## src/swap_caps_pkg.sv

```systemverilog
// Behaviour
// - entering sink swap request sends the role swap message and starts response timer
// - sink swap request returns to sink ready on reject, wait or timeout
// - sink swap request goes to sink power-off transition on accept
// - refusal state sends reject if swap impossible, wait if still evaluating
// - refusal state returns to sink ready once reject or wait is sent
// - source ready enters source cap query on manager request; sends query, starts timer
// - source cap query returns on caps, reject or timeout; reports outcome
// - source ready answers sink cap query with present caps, returns after sending
// - sink ready queries sink caps on request; returns on reply, reject, timeout; reports
// - sink ready or swap request answers source cap query, returns after sending
// - rail swap logic exists only when port can source the cable rail
// - rail swap request entered from ready on manager request; sends swap, starts timer
// - accept moves to wait-partner-rail if rail on, else rail turn-on
// - rail swap request returns to prior ready on reject, wait or timeout
// - wait-partner-rail starts rail-on timer; ready message to turn-off; expiry to hard reset
// - rail turn-off asks manager to switch rail off; returns to ready when off
// - rail turn-on asks manager to switch rail on; then sends ready message, returns
// - hard reset goes to source state for provider roles, sink state otherwise
package swap_caps_pkg;

  // ==========================================================
  // timing
  localparam int unsigned CLK_HZ            = 20_000_000;
  localparam int unsigned SENDER_RESP_US    = 27;   // response timer, plain default
  localparam int unsigned RAIL_ON_US        = 100;  // rail-on timer, plain default
  localparam int unsigned SENDER_RESP_CYC   = (SENDER_RESP_US * (CLK_HZ / 1_000_000));
  localparam int unsigned RAIL_ON_CYC       = (RAIL_ON_US * (CLK_HZ / 1_000_000));
  localparam int unsigned TMR_W             = 16;

  // ==========================================================
  // message codes handed to / from the protocol layer
  typedef enum logic [3:0] {
    MSG_NONE       = 4'h0,
    MSG_ACCEPT     = 4'h1,
    MSG_REJECT     = 4'h2,
    MSG_WAIT       = 4'h3,
    MSG_PS_RDY     = 4'h4,
    MSG_PR_SWAP    = 4'h5,
    MSG_RAIL_SWAP  = 4'h6,
    MSG_GET_SRC    = 4'h7,
    MSG_GET_SNK    = 4'h8,
    MSG_SRC_CAPS   = 4'h9,
    MSG_SNK_CAPS   = 4'ha
  } msg_t;

  // ==========================================================
  // policy states
  typedef enum logic [3:0] {
    source_ready_state              = 4'h0,
    sink_ready_state                = 4'h1,
    sink_role_swap_request_state    = 4'h2,
    sink_role_swap_refusal_state    = 4'h3,
    sink_power_off_transition_state = 4'h4,
    source_side_cap_query_state     = 4'h5,
    source_side_cap_reply_state     = 4'h6,
    sink_side_cap_query_state       = 4'h7,
    sink_side_cap_reply_state       = 4'h8,
    rail_swap_request_state         = 4'h9,
    wait_partner_rail_state         = 4'ha,
    rail_turn_on_state              = 4'hb,
    rail_turn_off_state             = 4'hc,
    rail_send_ready_state           = 4'hd,
    source_hard_reset_state         = 4'he,
    sink_hard_reset_state           = 4'hf
  } pe_state_t;

  // outcome codes reported to the manager
  localparam logic [1:0] OUT_CAPS    = 2'h1;
  localparam logic [1:0] OUT_REJECT  = 2'h2;
  localparam logic [1:0] OUT_TIMEOUT = 2'h3;

  localparam pe_state_t RESET_STATE = sink_ready_state;

endpackage

```

## src/timer_if.sv

```systemverilog
`timescale 1ns/1ps
`default_nettype none
// start/stop and expiry between the state machine and a timer
interface timer_if;
  logic start;
  logic stop;
  logic expired;
  modport ctl (output start, output stop, input expired);
  modport tmr (input start, input stop, output expired);
endinterface
`default_nettype wire

```

## src/one_shot_timer.sv

```systemverilog
`timescale 1ns/1ps
`default_nettype none
module one_shot_timer #(
  parameter int unsigned CYCLES = 1
) (
  input  wire logic clk,
  input  wire logic rst_n,
  timer_if.tmr      t
);
  import swap_caps_pkg::*;

  typedef struct packed {
    logic             run;
    logic [TMR_W-1:0] cnt;
    logic             exp;
  } tmr_state_t;

  tmr_state_t s_q;
  tmr_state_t s_d;

  // ==========================================================
  // countdown; stop wins so a late expiry never leaks out
  always_comb begin
    s_d     = s_q;
    s_d.exp = 1'b0;
    if (t.stop) begin
      s_d.run = 1'b0;
    end else if (t.start) begin
      s_d.run = 1'b1;
      s_d.cnt = TMR_W'(CYCLES - 1);
    end else if (s_q.run) begin
      if (s_q.cnt == '0) begin
        s_d.run = 1'b0;
        s_d.exp = 1'b1;
      end else begin
        s_d.cnt = s_q.cnt - 1'b1;
      end
    end
  end

  always_ff @(posedge clk) begin
    if (!rst_n) begin
      s_q <= '0;
    end else begin
      s_q <= s_d;
    end
  end

  assign t.expired = s_q.exp;
endmodule
`default_nettype wire

```

## src/swap_caps_fsm.sv

```systemverilog
`timescale 1ns/1ps
`default_nettype none
module swap_caps_fsm #(
  parameter bit RAIL_CAPABLE   = 1'b1,   // port can source the cable rail
  parameter bit PROVIDER_ROLE  = 1'b1    // default role provider or provider/consumer
) (
  input  wire logic                      clk,
  input  wire logic                      rst_n,
  // protocol layer
  input  wire logic                      rx_valid,
  input  wire swap_caps_pkg::msg_t       rx_msg,
  output logic                           tx_req,
  output swap_caps_pkg::msg_t            tx_msg,
  input  wire logic                      tx_done,
  // local policy manager
  input  wire logic                      dpm_is_source,
  input  wire logic                      dpm_is_dfp,
  input  wire logic                      dpm_get_src_cap_req,
  input  wire logic                      dpm_get_snk_cap_req,
  input  wire logic                      dpm_pr_swap_req,
  input  wire logic                      dpm_rail_swap_req,
  input  wire logic                      dpm_refuse_pending,
  input  wire logic                      dpm_swap_wait,
  input  wire logic                      dpm_rail_is_on,
  output logic                           dpm_rail_on_cmd,
  output logic                           dpm_rail_off_cmd,
  output logic                           dpm_caps_fetch,
  output logic                           outcome_valid,
  output logic [1:0]                     outcome_code,
  output logic                           hard_reset_req,
  output swap_caps_pkg::pe_state_t       state
);
  import swap_caps_pkg::*;

  typedef struct packed {
    pe_state_t  st;
    logic       src_home;   // ready state to return to
    logic       sent;       // message of this state already requested
    logic       tx_req;
    msg_t       tx_msg;
    logic       rail_on;
    logic       rail_off;
    logic       fetch;
    logic       out_v;
    logic [1:0] out_c;
  } fsm_state_t;

  fsm_state_t s_q;
  fsm_state_t s_d;

  timer_if resp_t ();
  timer_if rail_t ();

  // ==========================================================
  // timers
  one_shot_timer #(.CYCLES(SENDER_RESP_CYC)) u_resp (
    .clk   (clk),
    .rst_n (rst_n),
    .t     (resp_t)
  );

  one_shot_timer #(.CYCLES(RAIL_ON_CYC)) u_rail (
    .clk   (clk),
    .rst_n (rst_n),
    .t     (rail_t)
  );

  logic rx_accept;
  logic rx_reject;
  logic rx_wait;
  logic rx_ps_rdy;
  logic rail_ok;

  // received message decode
  assign rx_accept = rx_valid && (rx_msg == MSG_ACCEPT);
  assign rx_reject = rx_valid && (rx_msg == MSG_REJECT);
  assign rx_wait   = rx_valid && (rx_msg == MSG_WAIT);
  assign rx_ps_rdy = rx_valid && (rx_msg == MSG_PS_RDY);
  assign rail_ok   = RAIL_CAPABLE && dpm_is_dfp;

  // ==========================================================
  // next state
  always_comb begin
    s_d          = s_q;
    s_d.tx_req   = 1'b0;
    s_d.out_v    = 1'b0;
    s_d.fetch    = 1'b0;
    resp_t.start = 1'b0;
    resp_t.stop  = 1'b0;
    rail_t.start = 1'b0;
    rail_t.stop  = 1'b0;
    case (s_q.st)
      source_ready_state: begin
        s_d.src_home = 1'b1;
        s_d.sent     = 1'b0;
        if (!dpm_is_source) begin
          s_d.st = sink_ready_state;
        end else if (rx_valid && rx_msg == MSG_GET_SNK) begin
          s_d.st    = source_side_cap_reply_state;
          s_d.fetch = 1'b1;
        end else if (dpm_get_src_cap_req) begin
          s_d.st = source_side_cap_query_state;
        end else if (dpm_rail_swap_req && rail_ok) begin
          s_d.st = rail_swap_request_state;
        end
      end
      sink_ready_state: begin
        s_d.src_home = 1'b0;
        s_d.sent     = 1'b0;
        if (dpm_is_source) begin
          s_d.st = source_ready_state;
        end else if (rx_valid && rx_msg == MSG_GET_SRC) begin
          s_d.st    = sink_side_cap_reply_state;
          s_d.fetch = 1'b1;
        end else if (rx_valid && rx_msg == MSG_PR_SWAP && dpm_refuse_pending) begin
          s_d.st = sink_role_swap_refusal_state;
        end else if (dpm_pr_swap_req) begin
          s_d.st = sink_role_swap_request_state;
        end else if (dpm_get_snk_cap_req) begin
          s_d.st = sink_side_cap_query_state;
        end else if (dpm_rail_swap_req && rail_ok) begin
          s_d.st = rail_swap_request_state;
        end
      end
      // request states: send once, start timer, wait for reply
      sink_role_swap_request_state: begin
        if (!s_q.sent) begin
          s_d.tx_req   = 1'b1;
          s_d.tx_msg   = MSG_PR_SWAP;
          s_d.sent     = 1'b1;
          resp_t.start = 1'b1;
        end else if (rx_accept) begin
          s_d.st      = sink_power_off_transition_state;
          resp_t.stop = 1'b1;
        end else if (rx_valid && rx_msg == MSG_GET_SRC) begin
          s_d.st      = sink_side_cap_reply_state;
          s_d.sent    = 1'b0;
          s_d.fetch   = 1'b1;
          resp_t.stop = 1'b1;
        end else if (rx_reject || rx_wait || resp_t.expired) begin
          s_d.st      = sink_ready_state;
          resp_t.stop = 1'b1;
        end
      end
      sink_role_swap_refusal_state: begin
        if (!s_q.sent) begin
          s_d.tx_req = 1'b1;
          s_d.tx_msg = dpm_swap_wait ? MSG_WAIT : MSG_REJECT;
          s_d.sent   = 1'b1;
        end else if (tx_done) begin
          s_d.st = sink_ready_state;
        end
      end
      sink_power_off_transition_state: begin
        // hand-off point to the rest of the swap sequence
        if (dpm_is_source) begin
          s_d.st = source_ready_state;
        end
      end
      source_side_cap_query_state, sink_side_cap_query_state: begin
        if (!s_q.sent) begin
          s_d.tx_req   = 1'b1;
          s_d.tx_msg   = (s_q.st == source_side_cap_query_state) ? MSG_GET_SRC : MSG_GET_SNK;
          s_d.sent     = 1'b1;
          resp_t.start = 1'b1;
        end else if ((rx_valid && (rx_msg == MSG_SRC_CAPS || rx_msg == MSG_SNK_CAPS))
                     || rx_reject || resp_t.expired) begin
          s_d.st      = s_q.src_home ? source_ready_state : sink_ready_state;
          s_d.out_v   = 1'b1;
          s_d.out_c   = rx_reject ? OUT_REJECT : (resp_t.expired ? OUT_TIMEOUT : OUT_CAPS);
          resp_t.stop = 1'b1;
        end
      end
      source_side_cap_reply_state, sink_side_cap_reply_state: begin
        if (!s_q.sent) begin
          s_d.tx_req = 1'b1;
          s_d.tx_msg = (s_q.st == source_side_cap_reply_state) ? MSG_SNK_CAPS : MSG_SRC_CAPS;
          s_d.sent   = 1'b1;
        end else if (tx_done) begin
          s_d.st = (s_q.st == source_side_cap_reply_state) ? source_ready_state
                                                            : sink_ready_state;
        end
      end
      rail_swap_request_state: begin
        if (!s_q.sent) begin
          s_d.tx_req   = 1'b1;
          s_d.tx_msg   = MSG_RAIL_SWAP;
          s_d.sent     = 1'b1;
          resp_t.start = 1'b1;
        end else if (rx_accept) begin
          s_d.st      = dpm_rail_is_on ? wait_partner_rail_state : rail_turn_on_state;
          s_d.sent    = 1'b0;
          resp_t.stop = 1'b1;
        end else if (rx_reject || rx_wait || resp_t.expired) begin
          s_d.st      = s_q.src_home ? source_ready_state : sink_ready_state;
          resp_t.stop = 1'b1;
        end
      end
      wait_partner_rail_state: begin
        // an early ready message must not be lost while the timer is being armed
        if (rx_ps_rdy) begin
          s_d.st      = rail_turn_off_state;
          rail_t.stop = 1'b1;
        end else if (!s_q.sent) begin
          rail_t.start = 1'b1;
          s_d.sent     = 1'b1;
        end else if (rail_t.expired) begin
          s_d.st = PROVIDER_ROLE ? source_hard_reset_state : sink_hard_reset_state;
        end
      end
      rail_turn_off_state: begin
        s_d.rail_off = 1'b1;
        // command stands at least one cycle even if the rail is already off
        if (s_q.rail_off && !dpm_rail_is_on) begin
          s_d.rail_off = 1'b0;
          s_d.st       = s_q.src_home ? source_ready_state : sink_ready_state;
        end
      end
      rail_turn_on_state: begin
        s_d.rail_on = 1'b1;
        if (s_q.rail_on && dpm_rail_is_on) begin
          s_d.rail_on = 1'b0;
          s_d.st      = rail_send_ready_state;
          s_d.sent    = 1'b0;
        end
      end
      rail_send_ready_state: begin
        if (!s_q.sent) begin
          s_d.tx_req = 1'b1;
          s_d.tx_msg = MSG_PS_RDY;
          s_d.sent   = 1'b1;
        end else if (tx_done) begin
          s_d.st = s_q.src_home ? source_ready_state : sink_ready_state;
        end
      end
      source_hard_reset_state, sink_hard_reset_state: begin
        // hard reset handled outside; resume in the default role
        s_d.st = (s_q.st == source_hard_reset_state) ? source_ready_state : sink_ready_state;
      end
      default: begin
        s_d.st = RESET_STATE;
      end
    endcase
  end

  // ==========================================================
  // state register
  always_ff @(posedge clk) begin
    if (!rst_n) begin
      s_q          <= '0;
      s_q.st       <= RESET_STATE;
      s_q.tx_msg   <= MSG_NONE;
    end else begin
      s_q <= s_d;
    end
  end

  // outputs straight from flip-flops, except hard_reset_req, which is decoded from the state register
  assign tx_req           = s_q.tx_req;
  assign tx_msg           = s_q.tx_msg;
  assign dpm_rail_on_cmd  = s_q.rail_on;
  assign dpm_rail_off_cmd = s_q.rail_off;
  assign dpm_caps_fetch   = s_q.fetch;
  assign outcome_valid    = s_q.out_v;
  assign outcome_code     = s_q.out_c;
  assign hard_reset_req   = (s_q.st == source_hard_reset_state) || (s_q.st == sink_hard_reset_state);
  assign state            = s_q.st;
endmodule
`default_nettype wire

```

## config.mk

```make
export PLATFORM = sky130hd
export DESIGN_NAME = swap_caps_fsm
export DESIGN_NICKNAME = d
export VERILOG_FILES = /design/src/swap_caps_pkg.sv /design/src/timer_if.sv /design/src/one_shot_timer.sv /design/src/swap_caps_fsm.sv
export SDC_FILE = /design/constraint.sdc
export NUM_CORES = 1
export LEC_CHECK = 0
export BUFFER_PORTS_ARGS = -buffer_cell sky130_fd_sc_hd__buf_4
export CAP_MARGIN = 10
export CORE_MARGIN = 2
export CORE_UTILIZATION = 43
export DETAILED_ROUTE_END_ITERATION = 10
export HOLD_SLACK_MARGIN = 0.03
export PLACE_DENSITY = 0.7
export SLEW_MARGIN = 20
export SYNTH_ARGS = -nofsm -noshare
export SYNTH_HDL_FRONTEND = slang
export SYNTH_SLANG_ARGS = --single-unit
export TNS_END_PERCENT = 10
```

## constraint.sdc

```tcl
create_clock -name clk -period 2.55 [get_ports clk]
set_input_delay 0.1275 -clock clk [delete_from_list [all_inputs] [get_ports clk]]
set_output_delay 0.1275 -clock clk [all_outputs]
set_load 0.005 [all_outputs]
```

# After elaboration in Yosys (flattened, before gate mapping)
# Cells that the tools add are included.
[op_classes]
addsub = 2
n_eq_ne = 50
n_mux = 91
n_bitwise = 5
reduce_logical = 43
[op_table]
columns = ["cell", "n"]
rows = [
  ["2-to-1 mux 4 bit", 31],
  ["one-hot mux 4 bit (13 select lines)", 1],
  ["equality test 4 bit, second input constant", 11],
  ["inequality test 2 bit, second input constant", 22],
  ["2-to-1 mux 1 bit", 38],
  ["2-to-1 mux 18 bit", 2],
  ["2-to-1 mux 17 bit", 2],
  ["zero test 16 bit", 2],
  ["2-to-1 mux 16 bit", 2],
  ["subtractor 16 x 1 -> 16 bit, second input constant", 2],
  ["2-to-1 mux 5 bit", 6],
  ["one-hot mux 5 bit (6 select lines)", 1],
  ["equality test 4 x 3 -> 1 bit, second input constant", 7],
  ["AND reduction 17 bit", 1],
  ["equality test 4 x 2 -> 1 bit, second input constant", 4],
  ["AND reduction 3 bit", 5],
  ["logical AND 1 bit", 12],
  ["OR reduction 2 bit", 6],
  ["OR reduction 4 bit", 3],
  ["one-hot mux 1 bit (9 select lines)", 1],
  ["nonzero test 9 bit", 1],
  ["equality test 4 x 1 -> 1 bit, second input constant", 2],
  ["AND reduction 7 bit", 1],
  ["logical OR 1 bit", 6],
  ["other kinds (12)", 22],
]
[word_totals]
ff_bits = 53
input_bits = 17
output_inout_bits = 16
wordCells = 207

# Depth between registers and ports, before layout
[logic_depth]
ltp_word = 11
ltp_mapped = 9
ltp_nobuf = 8

# By module
# Synthesis repeated with hierarchy kept, for this count alone.
[hier_totals]
cells_unflattened = 468
area_unflattened_um2 = 3623.5
[by_module_without_submodules]
columns = ["module", "instances", "cells_each", "area_each_um2", "seq_area_each_um2"]
rows = [
  ["swap_caps_fsm", 1, 223, 1619.1, 340.3],
  ["one_shot_timer at u_rail", 1, 129, 1028.5, 360.3],
  ["one_shot_timer at u_resp", 1, 116, 975.9, 360.3],
]

# Least setup slack after synthesis
# Ideal clock, no wire load.
[synth_timing]
path_kind = "register to register"
startpoint = "register u_rail.s_q[7] (netlist name)"
endpoint = "register u_rail.s_q[16] (netlist name)"
setup_ps = 120
arrival_ps = 1877
required_ps = 2430
path_slack_ps = 553
stages_incl_launch_ff = 7
n_path_buf = 0
period_less_slack_ps = 1997
cell_sequence = "dfxtp_1 -> or4_4 -> nand4bb_1 -> or4b_1 -> a21oi_2 -> xnor2_1 -> nor2_1"
[synth_between]
elab_chain_len = 4
[synth_rtl]
columns = ["element", "line", "rtl"]
rows = [
  ["start: declaration", "one_shot_timer.sv:18", "tmr_state_t s_q;"],
  ["start signal: assignment", "one_shot_timer.sv:43", "s_q <= '0;"],
  ["start signal: assignment", "one_shot_timer.sv:45", "s_q <= s_d;"],
  ["subtractor 16 x 1 -> 16 bit", "one_shot_timer.sv:36", "s_d.cnt = s_q.cnt - 1'b1;"],
  ["2-to-1 mux 16 bit", "one_shot_timer.sv:32", "if (s_q.cnt == '0) begin"],
  ["2-to-1 mux 18 bit", "one_shot_timer.sv:31", "end else if (s_q.run) begin"],
  ["2-to-1 mux 17 bit", "one_shot_timer.sv:28", "end else if (t.start) begin"],
]
# Several ways; a longest one is shown, not always the timed one. The select of a mux whose other input is x is not followed.
# A chain may end at the register's enable or synchronous reset.

# Final worst setup path
[layout_timing]
startpoint = "register s_q (netlist bit state[2])"
endpoint = "register u_resp.s_q[11] (netlist name)"
[layout_between]
elab_chain_len = 5
[layout_rtl]
columns = ["element", "line", "rtl"]
rows = [
  ["start: declaration", "swap_caps_fsm.sv:48", "fsm_state_t s_q;"],
  ["equality test 4 x 3 -> 1 bit (tied with other cells)", "swap_caps_fsm.sv:92", "case (s_q.st)"],
  ["OR reduction 4 bit (no line) or OR reduction 2 bit (tied branches)", "--", ""],
  ["2-to-1 mux 1 bit or one-hot mux 1 bit (3 select lines) (tied branches)", "--", ""],
  ["inequality test 2 bit (no line) (tied with other cells)", "--", ""],
  ["AND reduction 3 bit (no line)", "--", ""],
  ["end signal: assignment", "one_shot_timer.sv:43", ""],
  ["end signal: assignment", "one_shot_timer.sv:45", ""],
  ["end: declaration", "one_shot_timer.sv:18", ""],
]
# Several ways; a longest one is shown, not always the timed one.

==> out/results.env <==
STATUS='finished clean'
PRECTSSETUPSLACK_NS=0.335
TIMING.FMAX_MHz=438
FINAL_NETS=470
TIGHTEST_SLEW_NS=0.551
GRT_SETUP_UNREPAIRED='false'
FILL_CELLS=751
POWER_SWITCHING_SHARE_PCT=41.3
FINAL.MIN_CLOCK_PERIOD_NS=2.28
DRC=0
SYNTH_TOP_CELL_BY_AREA='dfxtp_1'
REGTOREGENDPOINT='u_resp.s_q[11]$_SDFFE_PN0P_'
FIN_TNS_SETUP_NS=0
HOLD_START='dpm_is_source'
NETLIST.AREA_LEADER.SHARE_PCT=31.4
POSTSYNTHAREAPERCELL_UM2=7.84
CAP_VIOLATIONS=0
DRT_PASS1_ITERATIONS=5
INSERTEDDIODECOUNT=0
SYNTH_CELLS=431
CRIT_PATH_END_KIND='register'
FINAL_LAYOUT_SIZE_SUFFIX_GT1_SHARE_PCT=16.7
FINALMAXSLEWVIOLATIONS=0
FINAL_CRITICAL_PATH_SETUP_SLACK_NS=0.267
SWITCHING_POWER_mW=1.22
FP.DIEAREA_MM2=0.00858
HTREEDEPTH=2
GRT_PASS1_VIAS=3016
POST_SYNTH_INSTANCE_AREA_MM2=0.00338
GPL.FINAL_WEIGHTED_CONGESTION=0.879
WORST_HOLD_PATH.NUM_CELLS=3
REPORT.POWER.TOTAL_mW=2.96
GRT_FIRST_PASS_WIRELENGTH_UM=14300
WIRE_PER_INST_UM=15.6
POST_CTS.RESIZED_INSTANCES=0
ANT_NETS=0
WORST-R2R-CELL-COUNT=6
IRDROPWORSTVDD_mV=0.581
MAXIMUM_NUMBER_OF_PINS_ON_ONE_NET_BEFORE_GLOBAL_ROUTE_REPAIR=35
DRT-VIAS-PER-INSTANCE=6.08
CTSLONGESTPATHBUFFERS=2
IO_BUFFER_COUNT=32
TRITONCTS='done'
SYNTH.LIB_CELLS_USED.DISTINCT=70
CRITICAL_PATH_REQUIRED_TIME_NS=2.76
SYNTH_COMMON_CELLS='53 x dfxtp_1, 42 x nor2_1, 35 x nand2_1'
CRITPATHKIND='register to register'
YOSYSMOSTFREQUENTCELL='dfxtp_1'
FLOORPLAN.ROWS=32
CLKSLEWWORSTSETUPHOLDPATHS_NS=0.11
CLOCKPOWERSHARE_PCT=17.3
WORSTSKEWPAIRLATENCY_NS=0.31
ARRIVAL_NS=2.49
SYNTH_ASYNC_RESET_RATIO_PCT=0
TRITONCTS.NUM_BUFFERS=5
ANTENNA_FOUND_INITIAL=0
FLOORPLAN.DIE.WIDTH_UM=92.7
SYNTH.FF_LATCH_COUNT=53
R2R_SLACK_NS=0.27
TIMING.FINAL.SETUP_VIOLATIONS=0
CTS_POST_SETUP_BUFFERS_INSERTED=0
HOLD_VIOL_FINAL=0
CLOCK-SINKS=53
VIAS=3358
SYNTH_FF_TYPE='dfxtp_1'
FINALCRITPERIODSHARE_PCT=89.5
POST-DP-HPWL_UM=6220
SYN_TO_FINAL_GROWTH_PCT=11.6
POWER_FRAC_COMB_PCT=45.2
IO_PINS=33
DESIGN.CORE.AREA_MM2=0.00769
NUMBER_OF_SYNTHESIZED_FLOPS_WITH_AN_ENABLE_PIN=0
DIE_HEIGHT_UM=92.7
WIRELENGTH_UM=8620
SYNTH_SEQUENTIAL_AREA_RATIO_PCT=31.4
SHARE_SEQ_OF_TOTAL_POWER_PCT=37.5
START_UTIL_PCT=44.0
SYNTHESIS.YOSYS.WARNINGS=0
WORSTHOLDENDPOINT='dpm_caps_fetch$_SDFF_PN0_'
FINALCLOCKSKEW_NS=0.00981
STARTPOINT_KIND_OF_THE_WORST_SETUP_TIMING_PATH='register'
CLOCK-ROOT-BUFFER='clkbuf_8'
CRIT-REG2REG-LAUNCH='state[2]$_SDFFE_PN0P_'
CTSHOLDBUFFERS=0
SYNTHTOPCELLSBYAREA='dfxtp_1 31%, a21oi_1 4.9%, nor2_1 4.7%'
GR-USAGE-ALL-LAYERS_PCT=20.3
DRT_FIRST_ITER_VIOLATIONS=157
HOLD_WC_PATH_TYPE='primary input to register'
LEAKAGE_POWER_nW=1.43
SYN_NETS=452
TOTAL_CONGESTION_OVERFLOW=0
POWER_DENSITY_mW_PER_MM2=785
PATH_MAX_FANOUT=16
P_INT_mW=1.74
RELSLEWSLACK_PCT=63.2
-- placed cells by master (no fill, tap or decap), drive strengths merged, types with 5 or more instances in the layout --
| cell | count |
|---|---|
| a31oi | 9 |
| nor4 | 11 |
| nand2 | 35 |
| buf | 47 |
| o21a | 8 |
| nor2 | 42 |
| xnor2 | 11 |
| inv | 11 |
| dfxtp | 53 |
| a211oi | 13 |
| a21oi | 34 |
| or3 | 6 |
| o211ai | 6 |
| clkbuf | 5 |
| nand4 | 10 |
| o31a | 5 |
| o21ai | 23 |
| nand3 | 9 |
| nor3 | 25 |
| nand2b | 5 |
-- power groups by stage --
stage | Clock [mW] | Combinational, mW | Sequential (mW)
global route | 0.555 | 1.49 | 1.13
floorplan | 0 | 1.03 | 1.04
global placement | 0 | 1.30 | 1.12
CTS | 0.530 | 1.33 | 1.11
detailed placement | 0 | 1.32 | 1.12
finish | 0.512 | 1.34 | 1.11
-- kinds of logic after synthesis --
group | after synthesis | synth area share [%]
buffers and inverters | 46 | 6.55
multiplexers | 4 | 1.18
flip-flops | 53 | 31.4
adder cells (fa/ha/maj) | 4 | 1.48
AO/OA/AOI/OAI | 126 | 25.3
XOR/XNOR | 12 | 3.11
AND/OR/NAND/NOR | 186 | 31.0
-- layout make-up --
type | instances | area [um^2] | share of cell area [%]
multi-input cells | 332 | 2100 | 55.6
inverters | 10 | 37.5 | 0.996
repair buffers | 47 | 353 | 9.36
clock inverters | 3 | 25.0 | 0.664
flip-flops and latches | 53 | 1060 | 28.1
well taps | 102 | 128 | 3.39
clock buffers | 5 | 68.8 | 1.83
-- registers in the layout, indices dropped and copies added (netlist names) --
| signal | flops |
|---|---|
| u_rail.s_q | 17 |
| u_resp.s_q | 17 |
| state | 4 |
| tx_msg | 4 |
| outcome_code | 2 |
| s_q | 2 |
| dpm_caps_fetch | 1 |
| dpm_rail_off_cmd | 1 |
| dpm_rail_on_cmd | 1 |
| outcome_valid | 1 |
| tx_req | 1 |
| u_rail.t.expired | 1 |
| u_resp.t.expired | 1 |
-- critical path, cell delays in order (launching register included) --
cell and delay, ns:
dfxtp_1 0.69, and3b_1 0.38, nor3_1 0.11, nor2_1 0.17, and3_1 0.49, nor2_1 0.10
a41o_1 0.23
-- metrics by stage --
step	area [um^2]	util [%]	instances	hold WS, ns
floorplan	3380	-	431	0.293
global placement	3680	47.8	544	0.458
detailed placement	3680	47.8	544	0.456
CTS	3770	49.0	552	0.121
global route	3770	49.0	552	0.167
finish	3770	49.0	552	0.120
-- routing by layer --
| layer | global-route usage [%] | part of all wire (%) | vias up |
|---|---|---|---|
| met5 | 0 | 0 | - |
| met4 | 6.37 | 2.0 | 0 |
| met3 | 3.17 | 4.6 | 22 |
| met2 | 34.4 | 47 | 98 |
| met1 | 26.6 | 46 | 1593 |
| li1 | - | - | 1645 |
-- worst max path at each step --
stage,slack (ns),start,end
after floorplan,0.55,u_rail.s_q[7]$_SDFFE_PN0P_,u_rail.s_q[16]$_SDFFE_PN0P_
after global placement,0.39,u_rail.s_q[7]$_SDFFE_PN0P_,u_rail.s_q[3]$_SDFFE_PN0P_
after detailed placement,0.34,state[2]$_SDFFE_PN0P_,u_resp.s_q[11]$_SDFFE_PN0P_
after CTS,0.29,state[2]$_SDFFE_PN0P_,u_resp.s_q[11]$_SDFFE_PN0P_
after global routing,0.07,state[2]$_SDFFE_PN0P_,u_resp.s_q[11]$_SDFFE_PN0P_
final,0.27,state[2]$_SDFFE_PN0P_,u_resp.s_q[11]$_SDFFE_PN0P_
Note: power is estimated with default switching activity, not from simulation.
